<file path="src/verilog/ssf_pkg.sv">
// Shared constants for the servo status flag block
package ssf_pkg;

   // ***********************************************
   // Data widths
   // ***********************************************
   localparam int SSF_SPD_W = 16;
   localparam int SSF_TRQ_W = 16;
   localparam int SSF_DRP_W = 24;
   localparam int SSF_CODE_W = 12;

   // ***********************************************
   // Register byte offsets
   // ***********************************************
   localparam logic [7:0] SSF_CTRL_OFS = 8'h00;
   localparam logic [7:0] SSF_INPOS_OFS = 8'h04;
   localparam logic [7:0] SSF_BRAKE_OFS = 8'h08;
   localparam logic [7:0] SSF_ZSPD_OFS = 8'h0c;
   localparam logic [7:0] SSF_STAT_OFS = 8'h10;

   // ***********************************************
   // Control register fields and reset values
   // ***********************************************
   localparam int SSF_CTRL_RIDE_BIT = 0;
   localparam int SSF_CTRL_BATTLESS_BIT = 1;
   localparam int SSF_CTRL_ANALOG_BIT = 2;
   localparam logic [2:0] SSF_CTRL_RST = 3'h0;
   localparam logic [SSF_DRP_W-1:0] SSF_INPOS_RST = 24'h000064;
   localparam logic [15:0] SSF_BRAKE_RST = 16'h0000;
   localparam logic [SSF_SPD_W-1:0] SSF_ZSPD_RST = 16'h0032;

   // ***********************************************
   // Control modes
   // ***********************************************
   localparam logic [1:0] SSF_MODE_POS = 2'h0;
   localparam logic [1:0] SSF_MODE_SPD = 2'h1;
   localparam logic [1:0] SSF_MODE_TRQ = 2'h2;

   // ***********************************************
   // Warning codes for the battery flag
   // ***********************************************
   localparam logic [SSF_CODE_W-1:0] SSF_CODE_BATT_CABLE = 12'h092;
   localparam logic [SSF_CODE_W-1:0] SSF_CODE_BATT = 12'h09f;

   // ***********************************************
   // Speed figures in r/min (mm/s for linear motors)
   // ***********************************************
   localparam logic [SSF_SPD_W-1:0] SSF_SA_FLOOR = 16'h0014;
   localparam logic [SSF_SPD_W-1:0] SSF_SA_OFFSET = 16'h0014;
   localparam logic [SSF_SPD_W-1:0] SSF_SA_DIVISOR = 16'h0014;
   localparam logic [SSF_SPD_W-1:0] SSF_ZSP_HYST = 16'h0014;

   // ***********************************************
   // Timing
   // ***********************************************
   localparam int SSF_CLK_HZ = 10_000_000;
   localparam int SSF_MS_PER_S = 1000;
   localparam int SSF_CYC_PER_MS = SSF_CLK_HZ / SSF_MS_PER_S;
   localparam int SSF_SETTLE_SINGLE_MS = 3000;
   localparam int SSF_SETTLE_MULTI_MS = 3750;

   // ***********************************************
   // Status register bit positions
   // ***********************************************
   typedef enum int {
      SSF_ST_FAULT_N = 0,
      SSF_ST_READY = 1,
      SSF_ST_INPOS = 2,
      SSF_ST_SA = 3,
      SSF_ST_WNG = 4,
      SSF_ST_BATTERY_WARN_FLAG = 5,
      SSF_ST_STOPW = 6,
      SSF_ST_GAIN1 = 7,
      SSF_ST_GAIN2 = 8,
      SSF_ST_ABSL = 9,
      SSF_ST_RIDE = 10,
      SSF_ST_FULL = 11,
      SSF_ST_BRAKE = 12,
      SSF_ST_VLIM = 13,
      SSF_ST_ZSP = 14,
      SSF_ST_TLIM = 15,
      SSF_ST_SETTLED = 16,
      SSF_ST_COUNT = 17
   } ssf_stat_type;

endpackage : ssf_pkg

</file>
<file path="src/verilog/ssf_status_flags.sv">
// Servo status output flag generator with APB configuration registers
`timescale 1ns/1ns

module ssf_status_flags
   import ssf_pkg::*;
#(
   parameter int CYC_PER_MS = SSF_CYC_PER_MS,
   parameter int SETTLE_SINGLE_MS = SSF_SETTLE_SINGLE_MS,
   parameter int SETTLE_MULTI_MS = SSF_SETTLE_MULTI_MS
) (
   // Clock and reset
   input wire logic CLK_I,
   input wire logic RST_N_I,
   // APB slave
   input wire logic PSEL_I,
   input wire logic PENABLE_I,
   input wire logic PWRITE_I,
   input wire logic [7:0] PADDR_I,
   input wire logic [31:0] PWDATA_I,
   output logic [31:0] PRDATA_O,
   output logic PREADY_O,
   output logic PSLVERR_O,
   // Pins from outside the clock domain
   input wire logic MULTI_AXIS_I,
   input wire logic FWD_START_I,
   input wire logic REV_START_I,
   // Internal drive state
   input wire logic SERVO_ON_I,
   input wire logic ALARM_I,
   input wire logic WARNING_I,
   input wire logic [SSF_CODE_W-1:0] WARNING_CODE_I,
   input wire logic STOP_WARNING_I,
   input wire logic [1:0] CTRL_MODE_I,
   input wire logic signed [SSF_SPD_W-1:0] MOTOR_SPEED_I,
   input wire logic signed [SSF_SPD_W-1:0] SET_SPEED_I,
   input wire logic [SSF_SPD_W-1:0] SPEED_LIMIT_I,
   input wire logic signed [SSF_DRP_W-1:0] DROOP_I,
   input wire logic signed [SSF_TRQ_W-1:0] TORQUE_I,
   input wire logic [SSF_TRQ_W-1:0] TORQUE_LIMIT_I,
   input wire logic GAIN_SET1_I,
   input wire logic GAIN_SET2_I,
   input wire logic ABS_UNDETERMINED_I,
   input wire logic RIDE_THROUGH_ACTIVE_I,
   input wire logic FULL_LOOP_I,
   // Status outputs
   output logic FAULT_N_O,
   output logic READY_OUT_O,
   output logic IN_POSITION_O,
   output logic SPEED_REACHED_O,
   output logic WARNING_FLAG_O,
   output logic BATTERY_WARN_FLAG_O,
   output logic STOP_WARNING_FLAG_O,
   output logic GAIN_SWITCH_ACTIVE_O,
   output logic GAIN_SWITCH2_ACTIVE_O,
   output logic ABS_POS_LOST_O,
   output logic POWER_DIP_RIDE_THROUGH_O,
   output logic FULL_LOOP_ACTIVE_O,
   output logic BRAKE_INTERLOCK_O,
   output logic SPEED_LIMITING_O,
   output logic ZERO_SPEED_FLAG_O,
   output logic TORQUE_LIMITING_O
);

   // ***********************************************
   // Parameter checks
   // ***********************************************
   localparam int MS_W = (CYC_PER_MS > 1) ? $clog2(CYC_PER_MS) : 1;

   generate
      if (CYC_PER_MS < 1 || SETTLE_SINGLE_MS < 1 || SETTLE_MULTI_MS < 1 ||
          SETTLE_SINGLE_MS > 65535 || SETTLE_MULTI_MS > 65535) begin : g_bad_param
         $error("ssf_status_flags: timing parameters out of range");
      end
   endgenerate

   localparam logic [MS_W-1:0] MS_LAST = MS_W'(CYC_PER_MS - 1);
   localparam logic [15:0] SETTLE_SINGLE = 16'(SETTLE_SINGLE_MS);
   localparam logic [15:0] SETTLE_MULTI = 16'(SETTLE_MULTI_MS);

   // ***********************************************
   // Pin synchronisers
   // ***********************************************
   logic [2:0] pin_meta;
   logic [2:0] pin_sync;

   always_ff @(posedge CLK_I or negedge RST_N_I) begin
      if (!RST_N_I) begin
         pin_meta <= 3'h0;
         pin_sync <= 3'h0;
      end else begin
         pin_meta <= {MULTI_AXIS_I, REV_START_I, FWD_START_I};
         pin_sync <= pin_meta;
      end
   end

   logic fwd_start;
   logic rev_start;
   logic multi_axis;
   assign fwd_start = pin_sync[0];
   assign rev_start = pin_sync[1];
   assign multi_axis = pin_sync[2];

   // ***********************************************
   // Millisecond tick and power-on settling
   // ***********************************************
   logic [MS_W-1:0] ms_div;
   logic ms_tick;
   logic [15:0] settle_ms;
   logic settled;

   always_ff @(posedge CLK_I or negedge RST_N_I) begin
      if (!RST_N_I) begin
         ms_div <= '0;
         ms_tick <= 1'b0;
      end else begin
         ms_tick <= (ms_div == MS_LAST);
         ms_div <= (ms_div == MS_LAST) ? '0 : ms_div + MS_W'(1);
      end
   end

   // Window picked from the strap; the strap is meant static after power-on
   always_ff @(posedge CLK_I or negedge RST_N_I) begin
      if (!RST_N_I) begin
         settle_ms <= 16'h0000;
         settled <= 1'b0;
      end else if (!settled && ms_tick) begin
         settle_ms <= settle_ms + 16'h0001;
         if (settle_ms + 16'h0001 >= (multi_axis ? SETTLE_MULTI : SETTLE_SINGLE)) begin
            settled <= 1'b1;
         end
      end
   end

   // ***********************************************
   // APB registers
   // ***********************************************
   logic [2:0] ctrl;
   logic [SSF_DRP_W-1:0] inpos_range;
   logic [15:0] brake_delay;
   logic [SSF_SPD_W-1:0] zspd_level;
   logic [31:0] stat_word;
   logic wr_en;
   logic setup;
   logic addr_ok;

   assign wr_en = PSEL_I && PENABLE_I && PWRITE_I;
   assign setup = PSEL_I && !PENABLE_I;
   assign addr_ok = (PADDR_I == SSF_CTRL_OFS) || (PADDR_I == SSF_INPOS_OFS) ||
                    (PADDR_I == SSF_BRAKE_OFS) || (PADDR_I == SSF_ZSPD_OFS) ||
                    (PADDR_I == SSF_STAT_OFS);

   always_ff @(posedge CLK_I or negedge RST_N_I) begin
      if (!RST_N_I) begin
         ctrl <= SSF_CTRL_RST;
         inpos_range <= SSF_INPOS_RST;
         brake_delay <= SSF_BRAKE_RST;
         zspd_level <= SSF_ZSPD_RST;
      end else if (wr_en) begin
         unique case (PADDR_I)
            SSF_CTRL_OFS: ctrl <= PWDATA_I[2:0];
            SSF_INPOS_OFS: inpos_range <= PWDATA_I[SSF_DRP_W-1:0];
            SSF_BRAKE_OFS: brake_delay <= PWDATA_I[15:0];
            SSF_ZSPD_OFS: zspd_level <= PWDATA_I[SSF_SPD_W-1:0];
            default: ;
         endcase
      end
   end

   // Read data is latched in the setup phase so the answer comes from a flop
   always_ff @(posedge CLK_I or negedge RST_N_I) begin
      if (!RST_N_I) begin
         PRDATA_O <= 32'h0000_0000;
         PSLVERR_O <= 1'b0;
         PREADY_O <= 1'b0;
      end else begin
         PREADY_O <= 1'b1;
         if (setup) begin
            PSLVERR_O <= !addr_ok;
            unique case (PADDR_I)
               SSF_CTRL_OFS: PRDATA_O <= {29'h0, ctrl};
               SSF_INPOS_OFS: PRDATA_O <= {8'h00, inpos_range};
               SSF_BRAKE_OFS: PRDATA_O <= {16'h0000, brake_delay};
               SSF_ZSPD_OFS: PRDATA_O <= {16'h0000, zspd_level};
               SSF_STAT_OFS: PRDATA_O <= stat_word;
               default: PRDATA_O <= 32'h0000_0000;
            endcase
         end
      end
   end

   // ***********************************************
   // Magnitudes and comparisons
   // ***********************************************
   logic [SSF_SPD_W:0] spd_mag;
   logic [SSF_SPD_W:0] set_mag;
   logic [SSF_SPD_W:0] err_mag;
   logic [SSF_SPD_W+1:0] sa_tol;
   logic [SSF_DRP_W:0] drp_mag;
   logic [SSF_TRQ_W:0] trq_mag;
   logic signed [SSF_SPD_W:0] spd_err;

   assign spd_mag = MOTOR_SPEED_I[SSF_SPD_W-1] ? (SSF_SPD_W+1)'(-MOTOR_SPEED_I) : (SSF_SPD_W+1)'(MOTOR_SPEED_I);
   assign set_mag = SET_SPEED_I[SSF_SPD_W-1] ? (SSF_SPD_W+1)'(-SET_SPEED_I) : (SSF_SPD_W+1)'(SET_SPEED_I);
   assign spd_err = (SSF_SPD_W+1)'(MOTOR_SPEED_I) - (SSF_SPD_W+1)'(SET_SPEED_I);
   assign err_mag = spd_err[SSF_SPD_W] ? (SSF_SPD_W+1)'(-spd_err) : (SSF_SPD_W+1)'(spd_err);
   // Five percent taken as a divide by twenty, truncating
   assign sa_tol = (SSF_SPD_W+2)'(set_mag / (SSF_SPD_W+1)'(SSF_SA_DIVISOR)) + (SSF_SPD_W+2)'(SSF_SA_OFFSET);
   assign drp_mag = DROOP_I[SSF_DRP_W-1] ? (SSF_DRP_W+1)'(-DROOP_I) : (SSF_DRP_W+1)'(DROOP_I);
   assign trq_mag = TORQUE_I[SSF_TRQ_W-1] ? (SSF_TRQ_W+1)'(-TORQUE_I) : (SSF_TRQ_W+1)'(TORQUE_I);

   logic mode_pos;
   logic mode_spd;
   logic mode_trq;
   assign mode_pos = (CTRL_MODE_I == SSF_MODE_POS);
   assign mode_spd = (CTRL_MODE_I == SSF_MODE_SPD);
   assign mode_trq = (CTRL_MODE_I == SSF_MODE_TRQ);

   // ***********************************************
   // Next values of the flags
   // ***********************************************
   logic next_speed_reached;
   logic next_battery;
   logic bat_code;

   assign bat_code = WARNING_I && ((WARNING_CODE_I == SSF_CODE_BATT_CABLE) || (WARNING_CODE_I == SSF_CODE_BATT));

   always_comb begin
      next_speed_reached = 1'b0;
      if (SERVO_ON_I && mode_spd) begin
         if (set_mag <= (SSF_SPD_W+1)'(SSF_SA_FLOOR)) begin
            next_speed_reached = 1'b1;
         end else begin
            next_speed_reached = ((SSF_SPD_W+2)'(err_mag) <= sa_tol);
         end
         if (ctrl[SSF_CTRL_ANALOG_BIT] && !fwd_start && !rev_start) begin
            next_speed_reached = 1'b0;
         end
      end
   end

   assign next_battery = (bat_code || !settled) && !ctrl[SSF_CTRL_BATTLESS_BIT];

   // ***********************************************
   // Status flag flops
   // ***********************************************
   always_ff @(posedge CLK_I or negedge RST_N_I) begin
      if (!RST_N_I) begin
         FAULT_N_O <= 1'b0;
         READY_OUT_O <= 1'b0;
         IN_POSITION_O <= 1'b0;
         SPEED_REACHED_O <= 1'b0;
         WARNING_FLAG_O <= 1'b1;
         BATTERY_WARN_FLAG_O <= 1'b0;
         STOP_WARNING_FLAG_O <= 1'b1;
      end else begin
         FAULT_N_O <= settled && !ALARM_I;
         READY_OUT_O <= SERVO_ON_I && !ALARM_I;
         IN_POSITION_O <= mode_pos && (drp_mag <= (SSF_DRP_W+1)'(inpos_range));
         SPEED_REACHED_O <= next_speed_reached;
         WARNING_FLAG_O <= WARNING_I || !settled;
         BATTERY_WARN_FLAG_O <= next_battery;
         STOP_WARNING_FLAG_O <= STOP_WARNING_I || !settled;
      end
   end

   always_ff @(posedge CLK_I or negedge RST_N_I) begin
      if (!RST_N_I) begin
         GAIN_SWITCH_ACTIVE_O <= 1'b0;
         GAIN_SWITCH2_ACTIVE_O <= 1'b0;
         ABS_POS_LOST_O <= 1'b0;
         POWER_DIP_RIDE_THROUGH_O <= 1'b0;
         FULL_LOOP_ACTIVE_O <= 1'b0;
      end else begin
         GAIN_SWITCH_ACTIVE_O <= GAIN_SET1_I;
         GAIN_SWITCH2_ACTIVE_O <= GAIN_SET2_I;
         ABS_POS_LOST_O <= ABS_UNDETERMINED_I;
         POWER_DIP_RIDE_THROUGH_O <= ctrl[SSF_CTRL_RIDE_BIT] && RIDE_THROUGH_ACTIVE_I;
         FULL_LOOP_ACTIVE_O <= FULL_LOOP_I;
      end
   end

   always_ff @(posedge CLK_I or negedge RST_N_I) begin
      if (!RST_N_I) begin
         SPEED_LIMITING_O <= 1'b0;
         TORQUE_LIMITING_O <= 1'b0;
      end else begin
         SPEED_LIMITING_O <= SERVO_ON_I && mode_trq && (spd_mag >= (SSF_SPD_W+1)'(SPEED_LIMIT_I));
         TORQUE_LIMITING_O <= SERVO_ON_I && !mode_trq && (trq_mag >= (SSF_TRQ_W+1)'(TORQUE_LIMIT_I));
      end
   end

   // ***********************************************
   // Zero speed hysteresis
   // ***********************************************
   // Off-level computed one bit wider so a large level cannot wrap
   logic [SSF_SPD_W+1:0] zsp_off;
   assign zsp_off = (SSF_SPD_W+2)'(zspd_level) + (SSF_SPD_W+2)'(SSF_ZSP_HYST);

   always_ff @(posedge CLK_I or negedge RST_N_I) begin
      if (!RST_N_I) begin
         ZERO_SPEED_FLAG_O <= 1'b0;
      end else if (spd_mag <= (SSF_SPD_W+1)'(zspd_level)) begin
         ZERO_SPEED_FLAG_O <= 1'b1;
      end else if ((SSF_SPD_W+2)'(spd_mag) >= zsp_off) begin
         ZERO_SPEED_FLAG_O <= 1'b0;
      end
   end

   // ***********************************************
   // Brake interlock
   // ***********************************************
   // Release is held back by the brake delay after servo-on;
   // dropping is immediate so the brake never lags a fault
   logic [15:0] brake_ms;
   logic brake_ok;
   assign brake_ok = SERVO_ON_I && !ALARM_I;

   always_ff @(posedge CLK_I or negedge RST_N_I) begin
      if (!RST_N_I) begin
         brake_ms <= 16'h0000;
         BRAKE_INTERLOCK_O <= 1'b0;
      end else if (!brake_ok) begin
         brake_ms <= 16'h0000;
         BRAKE_INTERLOCK_O <= 1'b0;
      end else if (brake_ms >= brake_delay) begin
         BRAKE_INTERLOCK_O <= 1'b1;
      end else if (ms_tick) begin
         brake_ms <= brake_ms + 16'h0001;
      end
   end

   // ***********************************************
   // Status word
   // ***********************************************
   always_comb begin
      stat_word = 32'h0000_0000;
      stat_word[SSF_ST_FAULT_N] = FAULT_N_O;
      stat_word[SSF_ST_READY] = READY_OUT_O;
      stat_word[SSF_ST_INPOS] = IN_POSITION_O;
      stat_word[SSF_ST_SA] = SPEED_REACHED_O;
      stat_word[SSF_ST_WNG] = WARNING_FLAG_O;
      stat_word[SSF_ST_BATTERY_WARN_FLAG] = BATTERY_WARN_FLAG_O;
      stat_word[SSF_ST_STOPW] = STOP_WARNING_FLAG_O;
      stat_word[SSF_ST_GAIN1] = GAIN_SWITCH_ACTIVE_O;
      stat_word[SSF_ST_GAIN2] = GAIN_SWITCH2_ACTIVE_O;
      stat_word[SSF_ST_ABSL] = ABS_POS_LOST_O;
      stat_word[SSF_ST_RIDE] = POWER_DIP_RIDE_THROUGH_O;
      stat_word[SSF_ST_FULL] = FULL_LOOP_ACTIVE_O;
      stat_word[SSF_ST_BRAKE] = BRAKE_INTERLOCK_O;
      stat_word[SSF_ST_VLIM] = SPEED_LIMITING_O;
      stat_word[SSF_ST_ZSP] = ZERO_SPEED_FLAG_O;
      stat_word[SSF_ST_TLIM] = TORQUE_LIMITING_O;
      stat_word[SSF_ST_SETTLED] = settled;
   end

endmodule : ssf_status_flags

</file>
<file path="config.mk">
export PLATFORM = sky130hd
export DESIGN_NAME = ssf_status_flags
export DESIGN_NICKNAME = d
export VERILOG_FILES = /design/src/verilog/ssf_pkg.sv /design/src/verilog/ssf_status_flags.sv
export SDC_FILE = /design/constraint.sdc
export NUM_CORES = 1
export LEC_CHECK = 0
export BUFFER_PORTS_ARGS = -buffer_cell sky130_fd_sc_hd__buf_4
export CAP_MARGIN = 20
export CORE_UTILIZATION = 50
export DETAILED_ROUTE_END_ITERATION = 7
export MAX_ROUTING_LAYER = met4
export PLACE_DENSITY_LB_ADDON = 0.05
export SLEW_MARGIN = 10
export SYNTH_ARGS = -nofsm -noshare
export SYNTH_HDL_FRONTEND = slang
export SYNTH_SLANG_ARGS = --single-unit
</file>
<file path="constraint.sdc">
create_clock -name CLK_I -period 7.45 [get_ports CLK_I]
set_input_delay 0.3725 -clock CLK_I [delete_from_list [all_inputs] [get_ports CLK_I]]
set_output_delay 0.3725 -clock CLK_I [all_outputs]
set_load 0.03 [all_outputs]
</file>
==> summary.md <==
| Metric | Value |
|---|---|
| Global route total overflow | `0` |
| Top_reg_cell synth | `dfrtp_1` |
| Synthesized area | `13300 um2` |
| Sequential power share | `32.3%` |
| Comb power frac | `35.3%` |
| Longest Clk Path Bufs | `2` |
| Vias in the first global route | `11203` |
| Crit-path max FO | `6` |
| Storage cell area | `3890 um2` |
| Clk sinks | `155` |
| IO buf count | `208` |
| Critical path launch point | `SET_SPEED_I[1]` |
| Slew headroom | `32.1%` |
| Most common cell in the netlist | `ha_1` |
| Largest net degree at the start of global routing | `108` |
| CTS H-tree depth | `4` |
| CTS tree | `yes` |
| Hold Fails Final Rpt | `0` |
| Final Setup Violations | `0` |
| # diodes | `0` |
| Setup TNS | `0 ns` |
| Post-CTS Hold Fix Bufs | `0` |
| CP Launch Type | `primary input` |
| Global-route wire length before repair | `56700 um` |
| Max Cap Viol | `0` |
| Die area | `27200 um2` |
| DRC | `0` |
| P_leak | `7.59 nW` |
| Root Buffer | `clkbuf_16` |
| CTS buffer count | `17` |
| Fmax achieved | `0.146 GHz` |
| Via count | `11675` |
| TritonRoute pass-1 iters | `7` |
| Crit path buffers/inverters | `3` |
| Area contributors post-synth | `dfrtp_1, ha_1, xnor2_1` |
| Clock transition at the registers of the reported paths | `0.07 ns` |
| Fin Clk Skew | `0.0182 ns` |
| FILL cells | `2371` |
| Syn Inst Count | `1521` |
| Initial Util | `51.0%` |
| Area leader, netlist | `dfrtp_1` |
| Wire per inst | `17.1 um` |
| Die width | `165 um` |
| CP arrival | `7.19 ns` |
| CORE AREA | `26100 um2` |
| Total track usage | `27.5%` |
| Clock Latency Late Sink | `0.44 ns` |
| Ys Warns | `0` |
| Setup Fix Bufs, Post-CTS | `0` |
| Vias per cell | `5.63` |
| Die height | `165 um` |
| Multi-input logic area | `8680 um2` |
| Post-synth ARST share | `100%` |
| Worst Setup End Kind | `register` |
| Post-synth cell types | `89` |
| First DRT Iteration DRCs | `849` |
| Crit-path max cell delay | `0.54 ns` |
| Final Cycle Share | `91.9%` |
| Placed wire-length estimate | `28000 um` |
| Layout cells sized above 1 | `19.2%` |
| Final min period | `6.84 ns` |
| Number of synthesized flops with an enable pin | `0` |
| Row cnt | `59` |
| Overall Power | `2.68 mW` |
| # IOs | `225` |
| IR drop worst, VDD | `0.000145 V` |
| Gates resized, CTS repair | `0` |
| WP data required | `7.79 ns` |
| Slew Viols, Final | `0` |
| Switching Fraction | `35.2%` |
| Startpoint of the worst register-to-register path | `brake_ms[0]` |
| Area delta synth->final | `18.9%` |
| Worst min-delay path class | `in2async` |
| Syn avg cell area | `8.74 um2` |
| PD cells | `170 nW/um2` |
| Clock share of power | `32.4%` |
| Max stage delay cell, worst path | `o41ai_2` |
| Least-Margin Pin Slew | `1.02 ns` |
| Top post-synthesis cells by count | `ha_1, dfrtp_1, nand2_1` |
| P_int | `1.74 mW` |
| RSZ-0062 raised after global routing | `no` |
| Share of the synthesized area in the top cell type | `27.7%` |
| Post-synthesis sequential area ratio | `29.3%` |
| Status | `finished, final reports clean` |
| Family with the most delay on the worst path | `compound AO/OA/AOI/OAI gates` |
| Flops & latches, synth | `155` |
| Initial antenna violation count | `0` |
| GPL Wtd Cong | `0.893` |
| Sw Pwr | `0.945 mW` |
| Total Wirelength | `35500 um` |
| WS Path Type | `in2reg` |
| Post-DRT Antenna Nets | `0` |
| Post-layout net count | `2050` |
## placed cells by master, fill, tap and decap left out, types with 27 or more instances in the layout
cell / n
dfrtp_1: 147
a21o_1: 44
buf_4: 225
nor2_1: 81
ha_1: 149
a22oi_1: 27
inv_1: 138
nand3_1: 45
mux2_2: 37
nand4_1: 31
a21oi_1: 50
nand2_1: 145
xnor2_1: 135
o21ai_0: 97
## registers in the layout, summed over array words and instances (netlist names), 3 cells and up
register / flops
ctrl: 3
settle_ms: 16
inpos_range: 24
brake_ms: 16
pin_meta: 3
brake_delay: 16
PRDATA_O: 24
zspd_level: 16
ms_div: 14
pin_sync: 3
## worst reg2reg max path, cell delays in order, from the launching register on
cell,delay (ns)
dfrtp_1,0.40
inv_1,0.10
ha_1,0.22
nand2b_1,0.14
a21o_1,0.17
a21o_1,0.17
a21o_1,0.17
a21o_1,0.17
a21o_1,0.17
a21o_1,0.16
a21o_1,0.17
a21oi_1,0.14
nor2b_1,0.05
o21ai_0,0.20
a211o_1,0.22
o211ai_1,0.36
nor4_1,0.49
xnor2_1,0.17
nor2_1,0.06
## power by group through the flow
stage | Combinational [mW] | Clock [mW] | Sequential (mW)
after floorplan | 0.640 | 0 | 0.890
after global placement | 0.925 | 0 | 0.883
after detailed placement | 0.943 | 0 | 0.883
after CTS | 0.948 | 0.887 | 0.867
after global routing | 1.06 | 0.920 | 0.868
final | 0.946 | 0.868 | 0.867
## path summary, 6_finish.rpt
path                       slack [ns]  depth (start not counted)                    end
max                              0.61                         30        SPEED_REACHED_O
min                              0.02                          1            pin_sync[1]
max reg2reg                      3.59                         18           brake_ms[11]
min reg2reg                      0.35                          0            pin_sync[2]
max in group asynchronous        6.17                          2         brake_delay[0]
min in group CLK_I               0.04                          1  GAIN_SWITCH2_ACTIVE_O
## area by class of cell
type / count / area share, %
inverters: 138 / 3.28
flip-flops and latches: 155 / 24.6
repair buffers: 226 / 10.8
well taps: 335 / 2.65
multi-input cells: 1187 / 54.9
clock inverters: 15 / 1.08
clock buffers: 17 / 2.69
## layer usage
metal	GRT usage (%)	vias to the layer above	share of wire, %
li1	-	5817	-
met1	37.4	5527	47
met2	43.9	304	46
met3	3.09	27	5.3
met4	5.71	0	1.2
met5	-	-	0
## cells by family (layout without fill, tap and decap cells)
group | after synthesis | after routing | share of synthesized area (%)
AND/OR/NAND/NOR | 463 | 463 | 17.5
AO/OA/AOI/OAI | 354 | 354 | 18.5
buffers and inverters | 189 | 396 | 5.71
XOR/XNOR | 161 | 161 | 10.7
flip-flops | 155 | 155 | 29.3
adder cells (fa/ha/maj) | 153 | 153 | 14.4
multiplexers | 44 | 44 | 3.85
other | 2 | 12 | 0.0565
## metrics by stage
| step | std cells | worst slack [ns] | util (%) | hold WS (ns) | cell area [um2] |
|---|---|---|---|---|---|
| global route | 2073 | 0.109 | 60.6 | 0.0286 | 15800 |
| CTS | 2073 | 0.657 | 60.6 | 0.0259 | 15800 |
| detailed placement | 2041 | 0.255 | 58.4 | 0.336 | 15200 |
| finish | 2073 | 0.606 | 60.6 | 0.0189 | 15800 |
| floorplan | 1531 | 0.647 | - | 0.0769 | 13300 |
| global placement | 2041 | 0.281 | 58.4 | 0.333 | 15200 |
No activity file was read; power rests on OpenSTA's default activity.
